[config.mk]
export PLATFORM = sky130hd
export DESIGN_NAME = pcmi_top
export DESIGN_NICKNAME = d
export VERILOG_FILES = /design/src/rtl/pcmi_sync.v /design/src/rtl/pcmi_filter.v /design/src/rtl/pcmi_top.v
export VERILOG_INCLUDE_DIRS = /design/src /design/src/rtl
export SDC_FILE = /design/constraint.sdc
export NUM_CORES = 1
export LEC_CHECK = 0
export ABC_CLOCK_PERIOD_IN_PS = 2200
export BUFFER_PORTS_ARGS = -buffer_cell sky130_fd_sc_hd__buf_2
export CAP_MARGIN = 20
export CORE_ASPECT_RATIO = 1.1
export CORE_MARGIN = 3
export CORE_UTILIZATION = 55
export CTS_CLUSTER_SIZE = 30
export DETAILED_ROUTE_END_ITERATION = 8
export GPL_TIMING_DRIVEN = 0
export PLACE_DENSITY = 0.75
export SYNTH_ARGS = -nofsm -noshare
export SYNTH_HDL_FRONTEND = slang
export SYNTH_HIERARCHICAL = 1
export SYNTH_SLANG_ARGS = --single-unit
[constraint.sdc]
create_clock -name clock_i -period 2.2 [get_ports clock_i]
set_input_delay 0.22 -clock clock_i [delete_from_list [all_inputs] [get_ports clock_i]]
set_output_delay 0.22 -clock clock_i [all_outputs]
set_load 0.02 [all_outputs]
[src/rtl/pcmi_defs.vh]
// Constants for the printer command interface block
`ifndef PCMI_DEFS_VH
`define PCMI_DEFS_VH

// Timing
`define PCMI_CLK_NS 100
`define PCMI_STROBE_MIN_NS 1000
`define PCMI_STROBE_CYCLES ((`PCMI_STROBE_MIN_NS + `PCMI_CLK_NS - 1) / `PCMI_CLK_NS)
`define PCMI_SETTLE_MS 100
`define PCMI_SETTLE_CYCLES ((`PCMI_SETTLE_MS * 1000000) / `PCMI_CLK_NS)

// Strobe line indices
`define PCMI_FN_PW 0
`define PCMI_FN_CAR 1
`define PCMI_FN_PF 2
`define PCMI_FN_OPT 3

// Function address codes sent to the data file
`define PCMI_ADDR_PF 2'h0
`define PCMI_ADDR_OPT 2'h1
`define PCMI_ADDR_CAR 2'h2
`define PCMI_ADDR_PW 2'h3

// Register byte offsets
`define PCMI_REG_STATUS 8'h00
`define PCMI_REG_CONTROL 8'h04
`define PCMI_REG_DATA_LO 8'h08
`define PCMI_REG_DATA_HI 8'h0C
`define PCMI_REG_OPTION 8'h10
`define PCMI_REG_INT_STATUS 8'h14
`define PCMI_REG_INT_MASK 8'h18

// Status fields
`define PCMI_ST_SELECTED 0
`define PCMI_ST_RESTORE 1
`define PCMI_ST_CHECK 2
`define PCMI_ST_BUSY_LSB 3
`define PCMI_ST_SETTLE 7
`define PCMI_ST_PBH 8
`define PCMI_ST_PBV 9
`define PCMI_ST_RIBBON_UP 10
`define PCMI_ST_ADDR_LSB 12
`define PCMI_ST_LATCHED 14

// Control fields, write one to act
`define PCMI_CTL_RELEASE 0
`define PCMI_CTL_RESTORE_START 1
`define PCMI_CTL_RESTORE_DONE 2
`define PCMI_CTL_CHECK_SET 3

// Interrupt fields
`define PCMI_INT_W 3
`define PCMI_INT_ACCEPT 0
`define PCMI_INT_HOST_RESTORE 1
`define PCMI_INT_RIBBON 2
`define PCMI_INT_MASK_RESET 3'h0

`endif

[src/rtl/pcmi_sync.v]
// Two-stage synchroniser for a bundle of pin levels
`timescale 1ns/1ps
`default_nettype none
module pcmi_sync #(
    parameter WIDTH = 1,
    parameter [WIDTH-1:0] INIT = {WIDTH{1'b1}}
) (
    input wire clock_i,
    input wire rst_i,
    input wire [WIDTH-1:0] async_i,
    output wire [WIDTH-1:0] sync_o
);
    reg [WIDTH-1:0] stage1;
    reg [WIDTH-1:0] stage2;

    always @(posedge clock_i) begin
        if (rst_i) begin
            stage1 <= INIT;
            stage2 <= INIT;
        end else begin
            stage1 <= async_i;
            stage2 <= stage1;
        end
    end

    assign sync_o = stage2;
endmodule // pcmi_sync
`default_nettype wire

[src/rtl/pcmi_filter.v]
// Per-line minimum-width pulse filter for the activity strobes
`timescale 1ns/1ps
`default_nettype none
module pcmi_filter #(
    parameter LINES = 4,
    parameter CYCLES = 10,
    parameter CW = 8
) (
    input wire clock_i,
    input wire rst_i,
    input wire [LINES-1:0] level_i,
    output wire [LINES-1:0] pulse_o
);
    localparam integer LAST_I = CYCLES - 1;
    localparam [CW-1:0] LAST = LAST_I[CW-1:0];

    genvar g;
    generate
        for (g = 0; g < LINES; g = g + 1) begin : g_line
            reg [CW-1:0] count;
            reg fired;
            always @(posedge clock_i) begin
                if (rst_i || !level_i[g]) begin
                    count <= {CW{1'b0}};
                    fired <= 1'b0;
                end else if (count != LAST) begin
                    count <= count + 1'b1;
                end else begin
                    fired <= 1'b1;
                end
            end
            // One pulse per strobe, once it has lasted long enough
            assign pulse_o[g] = level_i[g] && (count == LAST) && !fired;
        end
    endgenerate
endmodule // pcmi_filter
`default_nettype wire

[src/rtl/pcmi_top.v]
// Printer command interface: host strobes, ready/check status and APB access for the microprocessor
// Summary of operation
// - Commands other than host restore are ignored until select is low; then status outputs and strobes work.
// - Accepted strobe sets a latch that refuses further strobes until cleared.
// - Accepted strobe drives its own ready output high as busy.
// - Fired strobe line picks the data file address where data is stored.
// - Microprocessor release clears the latch and returns the ready line low.
// - Restore starts after power-up, on host restore command or on a microprocessor restore-start control write.
// - During restore strobes are disabled and all ready lines high.
// - Restore clears the strobe latch, check, print-before, ribbon and settle flip-flops and holds the data address at print wheel.
// - Check drives ready lines high, blocks strobes and asserts check status.
// - Check is left only through a restore sequence.
// - Ribbon lift or lower passes position on and holds print-wheel ready high.
// - Twelve-bit command word is read as a low 8-bit part and a high 4-bit part.
// - Reads also return data address, print-before ordering and option commands.
// - Print-wheel ready stays high about 100 ms after ribbon command.
// - Strobe pulses shorter than 1 us are ignored by a clocked filter.
// - Four strobes, print wheel, carriage, paper feed, option, each with ready.
`timescale 1ns/1ps
`default_nettype none
`include "pcmi_defs.vh"
module pcmi_top #(
    parameter DATA_W = 12,
    parameter SETTLE_CYCLES = `PCMI_SETTLE_CYCLES
) (
    input wire clock_i,
    input wire rst_i,
    input wire select_n_i,
    input wire [DATA_W-1:0] data_n_i,
    input wire [3:0] strobe_n_i,
    input wire restore_n_i,
    input wire ribbon_lift_n_i,
    input wire ribbon_lower_n_i,
    output reg [3:0] ready_n_o,
    output reg check_n_o,
    output reg restore_o,
    output reg ribbon_up_o,
    input wire psel_i,
    input wire penable_i,
    input wire pwrite_i,
    input wire [7:0] paddr_i,
    input wire [31:0] pwdata_i,
    output reg [31:0] prdata_o,
    output wire pready_o,
    output wire pslverr_o,
    output reg irq_o
);
    localparam SW = $clog2(SETTLE_CYCLES + 1);
    localparam integer SETTLE_I = SETTLE_CYCLES;
    localparam [SW-1:0] SETTLE_LOAD = SETTLE_I[SW-1:0];
    localparam SYNC_W = DATA_W + 8;
    localparam FILT_CW = $clog2(`PCMI_STROBE_CYCLES + 1);

    // Pin synchronisation
    wire [SYNC_W-1:0] pins_sync;
    wire selected;
    wire host_restore_lvl;
    wire lift_lvl;
    wire lower_lvl;
    wire [3:0] strobe_lvl;
    wire [DATA_W-1:0] data_true;

    pcmi_sync #(
        .WIDTH(SYNC_W),
        .INIT({SYNC_W{1'b1}})
    ) u_sync (
        .clock_i(clock_i),
        .rst_i(rst_i),
        .async_i({ribbon_lower_n_i, ribbon_lift_n_i, restore_n_i, select_n_i, strobe_n_i, data_n_i}),
        .sync_o(pins_sync)
    );

    assign data_true = ~pins_sync[DATA_W-1:0];
    assign strobe_lvl = ~pins_sync[DATA_W+3:DATA_W];
    assign selected = ~pins_sync[DATA_W+4];
    assign host_restore_lvl = ~pins_sync[DATA_W+5];
    assign lift_lvl = ~pins_sync[DATA_W+6];
    assign lower_lvl = ~pins_sync[DATA_W+7];

    wire [3:0] strobe_ok;
    pcmi_filter #(
        .LINES(4),
        .CYCLES(`PCMI_STROBE_CYCLES),
        .CW(FILT_CW)
    ) u_filter (
        .clock_i(clock_i),
        .rst_i(rst_i),
        .level_i(strobe_lvl),
        .pulse_o(strobe_ok)
    );

    // Edge detect on already synchronised levels
    reg host_restore_d;
    reg lift_d;
    reg lower_d;
    wire host_restore_evt = host_restore_lvl && !host_restore_d;
    wire lift_evt = lift_lvl && !lift_d;
    wire lower_evt = lower_lvl && !lower_d;

    // Control state
    reg restore_st;
    reg check_st;
    reg [3:0] latch_vec;
    reg [1:0] func_addr;
    reg pbh;
    reg pbv;
    reg [SW-1:0] settle_cnt;
    reg [DATA_W-1:0] data_file [0:3];
    reg [`PCMI_INT_W-1:0] int_status;
    reg [`PCMI_INT_W-1:0] int_mask;

    wire latched = |latch_vec;
    wire settling = (settle_cnt != {SW{1'b0}});

    // APB decode
    wire apb_setup = psel_i && !penable_i;
    wire apb_write = psel_i && penable_i && pwrite_i;
    reg addr_hit;
    always @* begin
        case (paddr_i)
            `PCMI_REG_STATUS,
            `PCMI_REG_CONTROL,
            `PCMI_REG_DATA_LO,
            `PCMI_REG_DATA_HI,
            `PCMI_REG_OPTION,
            `PCMI_REG_INT_STATUS,
            `PCMI_REG_INT_MASK: addr_hit = 1'b1;
            default: addr_hit = 1'b0;
        endcase
    end

    // Zero wait states; unmapped access answers with an error
    assign pready_o = 1'b1;
    assign pslverr_o = psel_i && penable_i && !addr_hit;

    wire ctl_wr = apb_write && (paddr_i == `PCMI_REG_CONTROL);
    wire release_cmd = ctl_wr && pwdata_i[`PCMI_CTL_RELEASE];
    wire restore_start_cmd = ctl_wr && pwdata_i[`PCMI_CTL_RESTORE_START];
    wire restore_done_cmd = ctl_wr && pwdata_i[`PCMI_CTL_RESTORE_DONE];
    wire check_set_cmd = ctl_wr && pwdata_i[`PCMI_CTL_CHECK_SET];

    wire strobe_enable = selected && !restore_st && !check_st && !latched;

    // Lowest line wins if two strobes mature together
    reg [3:0] pick;
    reg [1:0] pick_addr;
    always @* begin
        pick = 4'h0;
        pick_addr = `PCMI_ADDR_PW;
        if (strobe_ok[`PCMI_FN_PW]) begin
            pick[`PCMI_FN_PW] = 1'b1;
            pick_addr = `PCMI_ADDR_PW;
        end else if (strobe_ok[`PCMI_FN_CAR]) begin
            pick[`PCMI_FN_CAR] = 1'b1;
            pick_addr = `PCMI_ADDR_CAR;
        end else if (strobe_ok[`PCMI_FN_PF]) begin
            pick[`PCMI_FN_PF] = 1'b1;
            pick_addr = `PCMI_ADDR_PF;
        end else if (strobe_ok[`PCMI_FN_OPT]) begin
            pick[`PCMI_FN_OPT] = 1'b1;
            pick_addr = `PCMI_ADDR_OPT;
        end
    end

    wire accept = strobe_enable && (|strobe_ok);
    wire ribbon_evt = selected && !restore_st && (lift_evt || lower_evt);
    wire restore_req = host_restore_evt || restore_start_cmd;

    always @(posedge clock_i) begin
        if (rst_i) begin
            host_restore_d <= 1'b0;
            lift_d <= 1'b0;
            lower_d <= 1'b0;
        end else begin
            host_restore_d <= host_restore_lvl;
            lift_d <= lift_lvl;
            lower_d <= lower_lvl;
        end
    end

    always @(posedge clock_i) begin
        if (rst_i) begin
            // Power-up enters restore
            restore_st <= 1'b1;
            check_st <= 1'b0;
        end else begin
            // Restart wins over completion
            if (restore_req)
                restore_st <= 1'b1;
            else if (restore_done_cmd)
                restore_st <= 1'b0;
            if (restore_st || restore_req)
                check_st <= 1'b0;
            else if (check_set_cmd)
                check_st <= 1'b1;
        end
    end

    // Strobe latch, data address and cycle data latches
    always @(posedge clock_i) begin
        if (rst_i || restore_st) begin
            latch_vec <= 4'h0;
            func_addr <= `PCMI_ADDR_PW;
            pbh <= 1'b0;
            pbv <= 1'b0;
        end else if (accept) begin
            latch_vec <= pick;
            func_addr <= pick_addr;
            // Print-before order follows a pending print-wheel command
            if (pick[`PCMI_FN_CAR])
                pbh <= latch_vec[`PCMI_FN_PW];
            if (pick[`PCMI_FN_PF] || pick[`PCMI_FN_OPT])
                pbv <= latch_vec[`PCMI_FN_PW];
        end else if (release_cmd) begin
            latch_vec <= 4'h0;
        end
    end

    integer i;
    always @(posedge clock_i) begin
        if (rst_i) begin
            for (i = 0; i < 4; i = i + 1)
                data_file[i] <= {DATA_W{1'b0}};
        end else if (accept) begin
            data_file[pick_addr] <= data_true;
        end
    end

    always @(posedge clock_i) begin
        if (rst_i || restore_st) begin
            ribbon_up_o <= 1'b0;
            settle_cnt <= {SW{1'b0}};
        end else if (ribbon_evt) begin
            // Lift wins if both arrive together
            ribbon_up_o <= lift_evt;
            settle_cnt <= SETTLE_LOAD;
        end else if (settling) begin
            settle_cnt <= settle_cnt - 1'b1;
        end
    end

    // Host status lines
    reg [3:0] next_ready_n;
    always @* begin
        if (!selected) begin
            next_ready_n = 4'hF;
        end else if (restore_st || check_st) begin
            next_ready_n = 4'hF;
        end else begin
            next_ready_n = latch_vec;
            if (settling)
                next_ready_n[`PCMI_FN_PW] = 1'b1;
        end
    end

    always @(posedge clock_i) begin
        if (rst_i) begin
            ready_n_o <= 4'hF;
            check_n_o <= 1'b1;
            restore_o <= 1'b1;
        end else begin
            ready_n_o <= next_ready_n;
            check_n_o <= !(selected && check_st);
            restore_o <= restore_st;
        end
    end

    // Interrupts: set wins over write-one clear
    wire [`PCMI_INT_W-1:0] int_events;
    assign int_events[`PCMI_INT_ACCEPT] = accept;
    assign int_events[`PCMI_INT_HOST_RESTORE] = host_restore_evt;
    assign int_events[`PCMI_INT_RIBBON] = ribbon_evt;
    wire int_clr_wr = apb_write && (paddr_i == `PCMI_REG_INT_STATUS);
    wire int_mask_wr = apb_write && (paddr_i == `PCMI_REG_INT_MASK);

    always @(posedge clock_i) begin
        if (rst_i) begin
            int_status <= {`PCMI_INT_W{1'b0}};
            int_mask <= `PCMI_INT_MASK_RESET;
            irq_o <= 1'b0;
        end else begin
            if (int_clr_wr)
                int_status <= (int_status & ~pwdata_i[`PCMI_INT_W-1:0]) | int_events;
            else
                int_status <= int_status | int_events;
            if (int_mask_wr)
                int_mask <= pwdata_i[`PCMI_INT_W-1:0];
            irq_o <= |(int_status & int_mask);
        end
    end

    // Status word
    wire [31:0] status_word;
    assign status_word[`PCMI_ST_SELECTED] = selected;
    assign status_word[`PCMI_ST_RESTORE] = restore_st;
    assign status_word[`PCMI_ST_CHECK] = check_st;
    assign status_word[`PCMI_ST_BUSY_LSB+3:`PCMI_ST_BUSY_LSB] = latch_vec;
    assign status_word[`PCMI_ST_SETTLE] = settling;
    assign status_word[`PCMI_ST_PBH] = pbh;
    assign status_word[`PCMI_ST_PBV] = pbv;
    assign status_word[`PCMI_ST_RIBBON_UP] = ribbon_up_o;
    assign status_word[11] = 1'b0;
    assign status_word[`PCMI_ST_ADDR_LSB+1:`PCMI_ST_ADDR_LSB] = func_addr;
    assign status_word[`PCMI_ST_LATCHED] = latched;
    assign status_word[31:15] = 17'h00000;

    // command word in two parts, low byte and high 4 bits
    wire [DATA_W-1:0] cur_word = data_file[func_addr];
    wire [DATA_W-1:0] opt_word = data_file[`PCMI_ADDR_OPT];
    wire [31:0] data_lo_word = {24'h000000, cur_word[7:0]};
    wire [31:0] data_hi_word = {{(40-DATA_W){1'b0}}, cur_word[DATA_W-1:8]};
    wire [31:0] option_word = {{(32-DATA_W){1'b0}}, opt_word};

    // Read data captured in setup so it stands from a flip-flop in access
    reg [31:0] next_prdata;
    always @* begin
        case (paddr_i)
            `PCMI_REG_STATUS: next_prdata = status_word;
            `PCMI_REG_DATA_LO: next_prdata = data_lo_word;
            `PCMI_REG_DATA_HI: next_prdata = data_hi_word;
            `PCMI_REG_OPTION: next_prdata = option_word;
            `PCMI_REG_INT_STATUS: next_prdata = {{(32-`PCMI_INT_W){1'b0}}, int_status};
            `PCMI_REG_INT_MASK: next_prdata = {{(32-`PCMI_INT_W){1'b0}}, int_mask};
            default: next_prdata = 32'h00000000;
        endcase
    end

    always @(posedge clock_i) begin
        if (rst_i)
            prdata_o <= 32'h00000000;
        else if (apb_setup)
            prdata_o <= next_prdata;
    end
endmodule // pcmi_top
`default_nettype wire

==> implementation parameters <==
Parameter                              Value

Outcome
  Result of the run ... finished, violations left
  Violations in the final reports ... negative setup slack

Drt
  Routed wire per std cell ... 16.4 um
  Number of design-rule violations left by the first detailed-router iteration ... ~480
  Vias ... between 5000 and 6000
  Total routed wirelength ... 15800 um
  Drt drc ... 0
  DR pass1 iterations ... 6
  Count of antenna-violating nets left after detailed routing ... 0
  Vias per inst ... 5.60

CTS
  Clock-pin transition on the worst setup and hold timing paths ... around 0.07 ns
  TritonCTS clock tree ... done
  Insertion delay of the later-clocked pin in the worst-skew pair ... 0.43 ns
  Total CTS buffers ... 17
  Sinks on Clock Net ... 172
  Clock Tree Root ... sky130_fd_sc_hd__clkbuf_16
  Number of buffers between clock root and the deepest sink ... 2
  Count of H-tree levels built during CTS ... 4

Setup path
  Crit. End Element ... flip-flop
  Worst Reg-to-Reg Cells ... 6
  Critical register-to-register path endpoint ... data_file[2][6]
  R2r startpoint ... u_filter/g_line[1].count[0]
  Buffer and inverter count on the worst path ... 0
  Slack of the worst reg-to-reg path ... -0.004 ns
  CP Data Required Time ... between 2 and 2.5 ns
  CP arrival ... 2.47 ns
  Maximum cell stage delay along the critical path ... 0.41 ns
  WP depth ... 6
  Cell type group with the largest total delay on the critical path ... simple AND/OR/NAND/NOR gates
  Timing endpoint of the critical path ... data_file[2][6]
  Worst-path cell chain ... ha_1, and3b_1, and3_1, nor2b_1, nand2_1, nor2_1
  Type of element launching the critical path ... flip-flop
  Source of the critical timing path ... u_filter/g_line[1].count[0]
  Critical path start-end classification ... reg -> reg
  Peak fanout along the critical path ... 12
  Worst-path cell with the longest stage delay ... sky130_fd_sc_hd__dfxtp_1

Die
  Die boundary width ... 115 um
  Number of top-level pins ... 107
  Die span in y ... 126 um
  Floorplan core area ... 12700 um2
  # rows ... 43
  Effective utilization at floorplan ... 56.6%
  Die footprint ... 14500 um2

STA
  Headroom to the max-slew limit ... between 50% and 60%
  Number of setup violations in the final report ... 1
  Maximum clock frequency ... 0.454 GHz
  Final period utilization ... 100%
  Slew Limit Fails ... 0
  Setup tns final ... -0.00370 ns
  Number of failing hold endpoints at the final stage ... 0
  Worst-case clock skew ... between 0.01 and 0.015 ns
  RSZ-0062 raised after global routing ... yes
  Post-layout minimum cycle time ... 2.20 ns
  Worst hold margin ... a little over 0.07 ns
  Transition time at the pin with the least slew margin ... 0.694 ns
  Post-layout worst setup margin ... -0.00370 ns

Final layout
  Number of antenna diodes ... 0
  Top library cells by usage in the layout, fill and taps aside ... 124 x sky130_fd_sc_hd__dfxtp_1, 91 x sky130_fd_sc_hd__nor2_1, 60 x sky130_fd_sc_hd__buf_2
  Layout area overhead ... 19.4%
  Final layout net count ... 871
  Share of final-layout standard cells stronger than drive strength 1 ... about a fifth
  Filler Cell Count ... 963
  Most frequent standard cell in the layout excluding fill and tap cells ... sky130_fd_sc_hd__dfxtp_1
  Area of all sequential standard cells ... between 3000 and 4000 um2
  Area of the multi-input gates ... 3070 um2

Global routing
  Met1 layer usage reported by global route ... 28.6%
  Global-route wire length before repair ... 25900 um
  All-layer global routing usage ... 22.7%
  Met2 global-route usage ... a little under two fifths
  Number of global-route vias before repair ... 5323
  Peak-usage layer in the global routing report ... met2
  Final global-route overflow total ... 0
  Initial antenna violation count ... 0
  Global routing usage on met3 ... between 4 and 5%
  Pin count of the biggest net entering global routing ... 18

Synth
  Part of the Yosys area used for sequential elements ... 54.6%
  Async set-reset flop share out of synthesis ... 0%
  Synthesized netlist cell count ... between 600 and 700
  Most used DFF post-synth ... sky130_fd_sc_hd__dfxtp_1
  Synthesized cell area ... between 7000 and 8000 um2
  Post-synth cell types ... 60
  EDFF count, synth ... 48
  Synth Area per Inst ... ~11 um2
  Yosys warnings ... 6
  Register bit total from synthesis ... 172

Pwr
  Post-layout power ... around 6.6 mW
  Maximum VDD drop ... 615 uV
  Leakage ... 3.38 nW
  Power density over the cells ... 765 nW/um2

Place
  Pre-CTS setup slack ... -0.381 ns
  Final weighted congestion in routability-driven placement ... between 0.8 and 0.9
  Post-DP HPWL ... 11000 um
  Count of buffers inserted at the top-level ports ... 58

Hold path
  Hold crit path type ... in -> reg

Run
  Max-cap violations ... 0
==> flip-flops by register name, summed over array words and instances, names as in the netlist, 4 cells and up, named ones only <==
register               flops
latch_vec                  4
u_filter/g_line.count     16
u_filter/g_line.fired      4
u_sync/stage1             20
ready_n_o                  4
prdata_o                  15
settle_cnt                20
data_file                 48
u_sync/sync_o             20
==> where the power goes <==
| part | total (mW) | switching (mW) | internal (mW) |
|---|---|---|---|
| logic | 0.324 | 0.177 | 0.147 |
| registers | 3.37 | 0.0399 | 3.33 |
| clock network | 2.88 | 1.28 | 1.60 |
==> worst register-to-register path: stages (launching register included) <==
cell and delay [ns]:
sky130_fd_sc_hd__dfxtp_1 0.41, sky130_fd_sc_hd__ha_1 0.21, sky130_fd_sc_hd__and3b_1 0.22, sky130_fd_sc_hd__and3_1 0.30, sky130_fd_sc_hd__nor2b_1 0.30, sky130_fd_sc_hd__nand2_1 0.37, sky130_fd_sc_hd__nor2_1 0.23
==> metal layers <==
| layer | up-vias | wire, um |
|---|---|---|
| met2 | 227 | 7820 |
| met4 | 0 | 244 |
| met1 | 2573 | 6590 |
| met3 | 23 | 1170 |
| li1 | 2590 | - |
| met5 | - | 0 |
==> per-stage QoR <==
step | std cells | cell area, um2 | util (%)
floorplan | 696 | 7250 | -
global placement | 911 | 7740 | 60.9
detailed placement | 911 | 7740 | 60.9
CTS | 966 | 8560 | 67.4
global route | 966 | 8590 | 67.6
finish | 966 | 8590 | 67.6
==> Yosys cell counts, types with 3 or more instances <==
library cell               number  share of area, %
sky130_fd_sc_hd__or2_1         40               3.5
sky130_fd_sc_hd__xor2_1         3              0.37
sky130_fd_sc_hd__mux2i_1       22               3.1
sky130_fd_sc_hd__and3_1         5              0.43
sky130_fd_sc_hd__dfxtp_1      124                35
sky130_fd_sc_hd__a211oi_1       6              0.63
sky130_fd_sc_hd__nor4_1         4              0.35
sky130_fd_sc_hd__inv_1         19              0.99
sky130_fd_sc_hd__nor4_2         4              0.70
sky130_fd_sc_hd__nor2_1        93               4.9
sky130_fd_sc_hd__clkbuf_1      19              0.99
sky130_fd_sc_hd__nor3_1        21               1.5
sky130_fd_sc_hd__o21ai_1        6              0.42
sky130_fd_sc_hd__buf_4         18               1.9
sky130_fd_sc_hd__or4_1          5              0.52
sky130_fd_sc_hd__a21o_1         3              0.31
sky130_fd_sc_hd__or3b_1         9               1.1
sky130_fd_sc_hd__nor2b_1        4              0.35
sky130_fd_sc_hd__nor4_4         3              0.89
sky130_fd_sc_hd__or3_1          4              0.35
sky130_fd_sc_hd__clkbuf_2       4              0.28
sky130_fd_sc_hd__ha_1          10               1.7
sky130_fd_sc_hd__nand4_1        6              0.52
sky130_fd_sc_hd__and3b_1        4              0.49
sky130_fd_sc_hd__a21oi_1       35               2.4
sky130_fd_sc_hd__nand2b_1      14               1.2
sky130_fd_sc_hd__a31oi_1        3              0.26
sky130_fd_sc_hd__o21ai_0       11              0.77
sky130_fd_sc_hd__nand3b_1      14               1.5
sky130_fd_sc_hd__a311oi_1       5              0.61
sky130_fd_sc_hd__a22oi_1        4              0.42
sky130_fd_sc_hd__mux4_2        11               3.4
sky130_fd_sc_hd__nand2_1       36               1.9
sky130_fd_sc_hd__nor4bb_1       4              0.56
sky130_fd_sc_hd__edfxtp_1      48                20
sky130_fd_sc_hd__nand3_1       18               1.3
sky130_fd_sc_hd__xnor2_1       12               1.5
==> cell type report <==
| class | count | area share, % |
|---|---|---|
| Sequential cell | 172 | 45.7 |
| Multi-Input combinational cell | 463 | 35.8 |
| Timing Repair Buffer | 80 | 5.89 |
| Clock buffer | 20 | 5.09 |
| Buffer | 43 | 2.93 |
| Tap cell | 157 | 2.29 |
| Clock inverter | 12 | 1.49 |
| Inverter | 19 | 0.831 |
==> cells by family (layout without fill, tap and decap cells) <==
| group | after synthesis | in the layout | share of synthesized area [%] |
|---|---|---|---|
| AOI/OAI and AO/OA | 81 | 81 | 6.78 |
| xor gates and xnor gates | 15 | 15 | 1.83 |
| adders and majority gates | 10 | 10 | 1.74 |
| buffers and inverters | 63 | 174 | 4.33 |
| DFF | 172 | 172 | 54.6 |
| muxes | 34 | 34 | 6.66 |
| other | 2 | 18 | 0.104 |
| and+or+nand+nor | 303 | 305 | 24.0 |
==> worst min path at each step <==
stage / from / endpoint / cells past startpoint
finish: rst_i / u_sync/stage1[18] / 2
global route: rst_i / u_sync/stage1[18] / 2
CTS: pwdata_i[2] / int_mask[2] / 3
detailed placement: u_sync/stage1[1] / u_sync/sync_o[1] / 1
global placement: u_sync/stage1[3] / u_sync/sync_o[3] / 1
floorplan: data_n_i[0] / u_sync/stage1[0] / 1
==> repair_timing <==
action | 4_1_cts | 5_1_grt
setup buffers | 2 | 0
resized for setup | 11 | 11
setup endpoints to repair | 88 | 92
gates cloned | 2 | 0
hold buffers | 20 | 0
hold endpoints to repair | 20 | 0
pin swaps | 1 | 1
(Power assumes the default switching activity.)
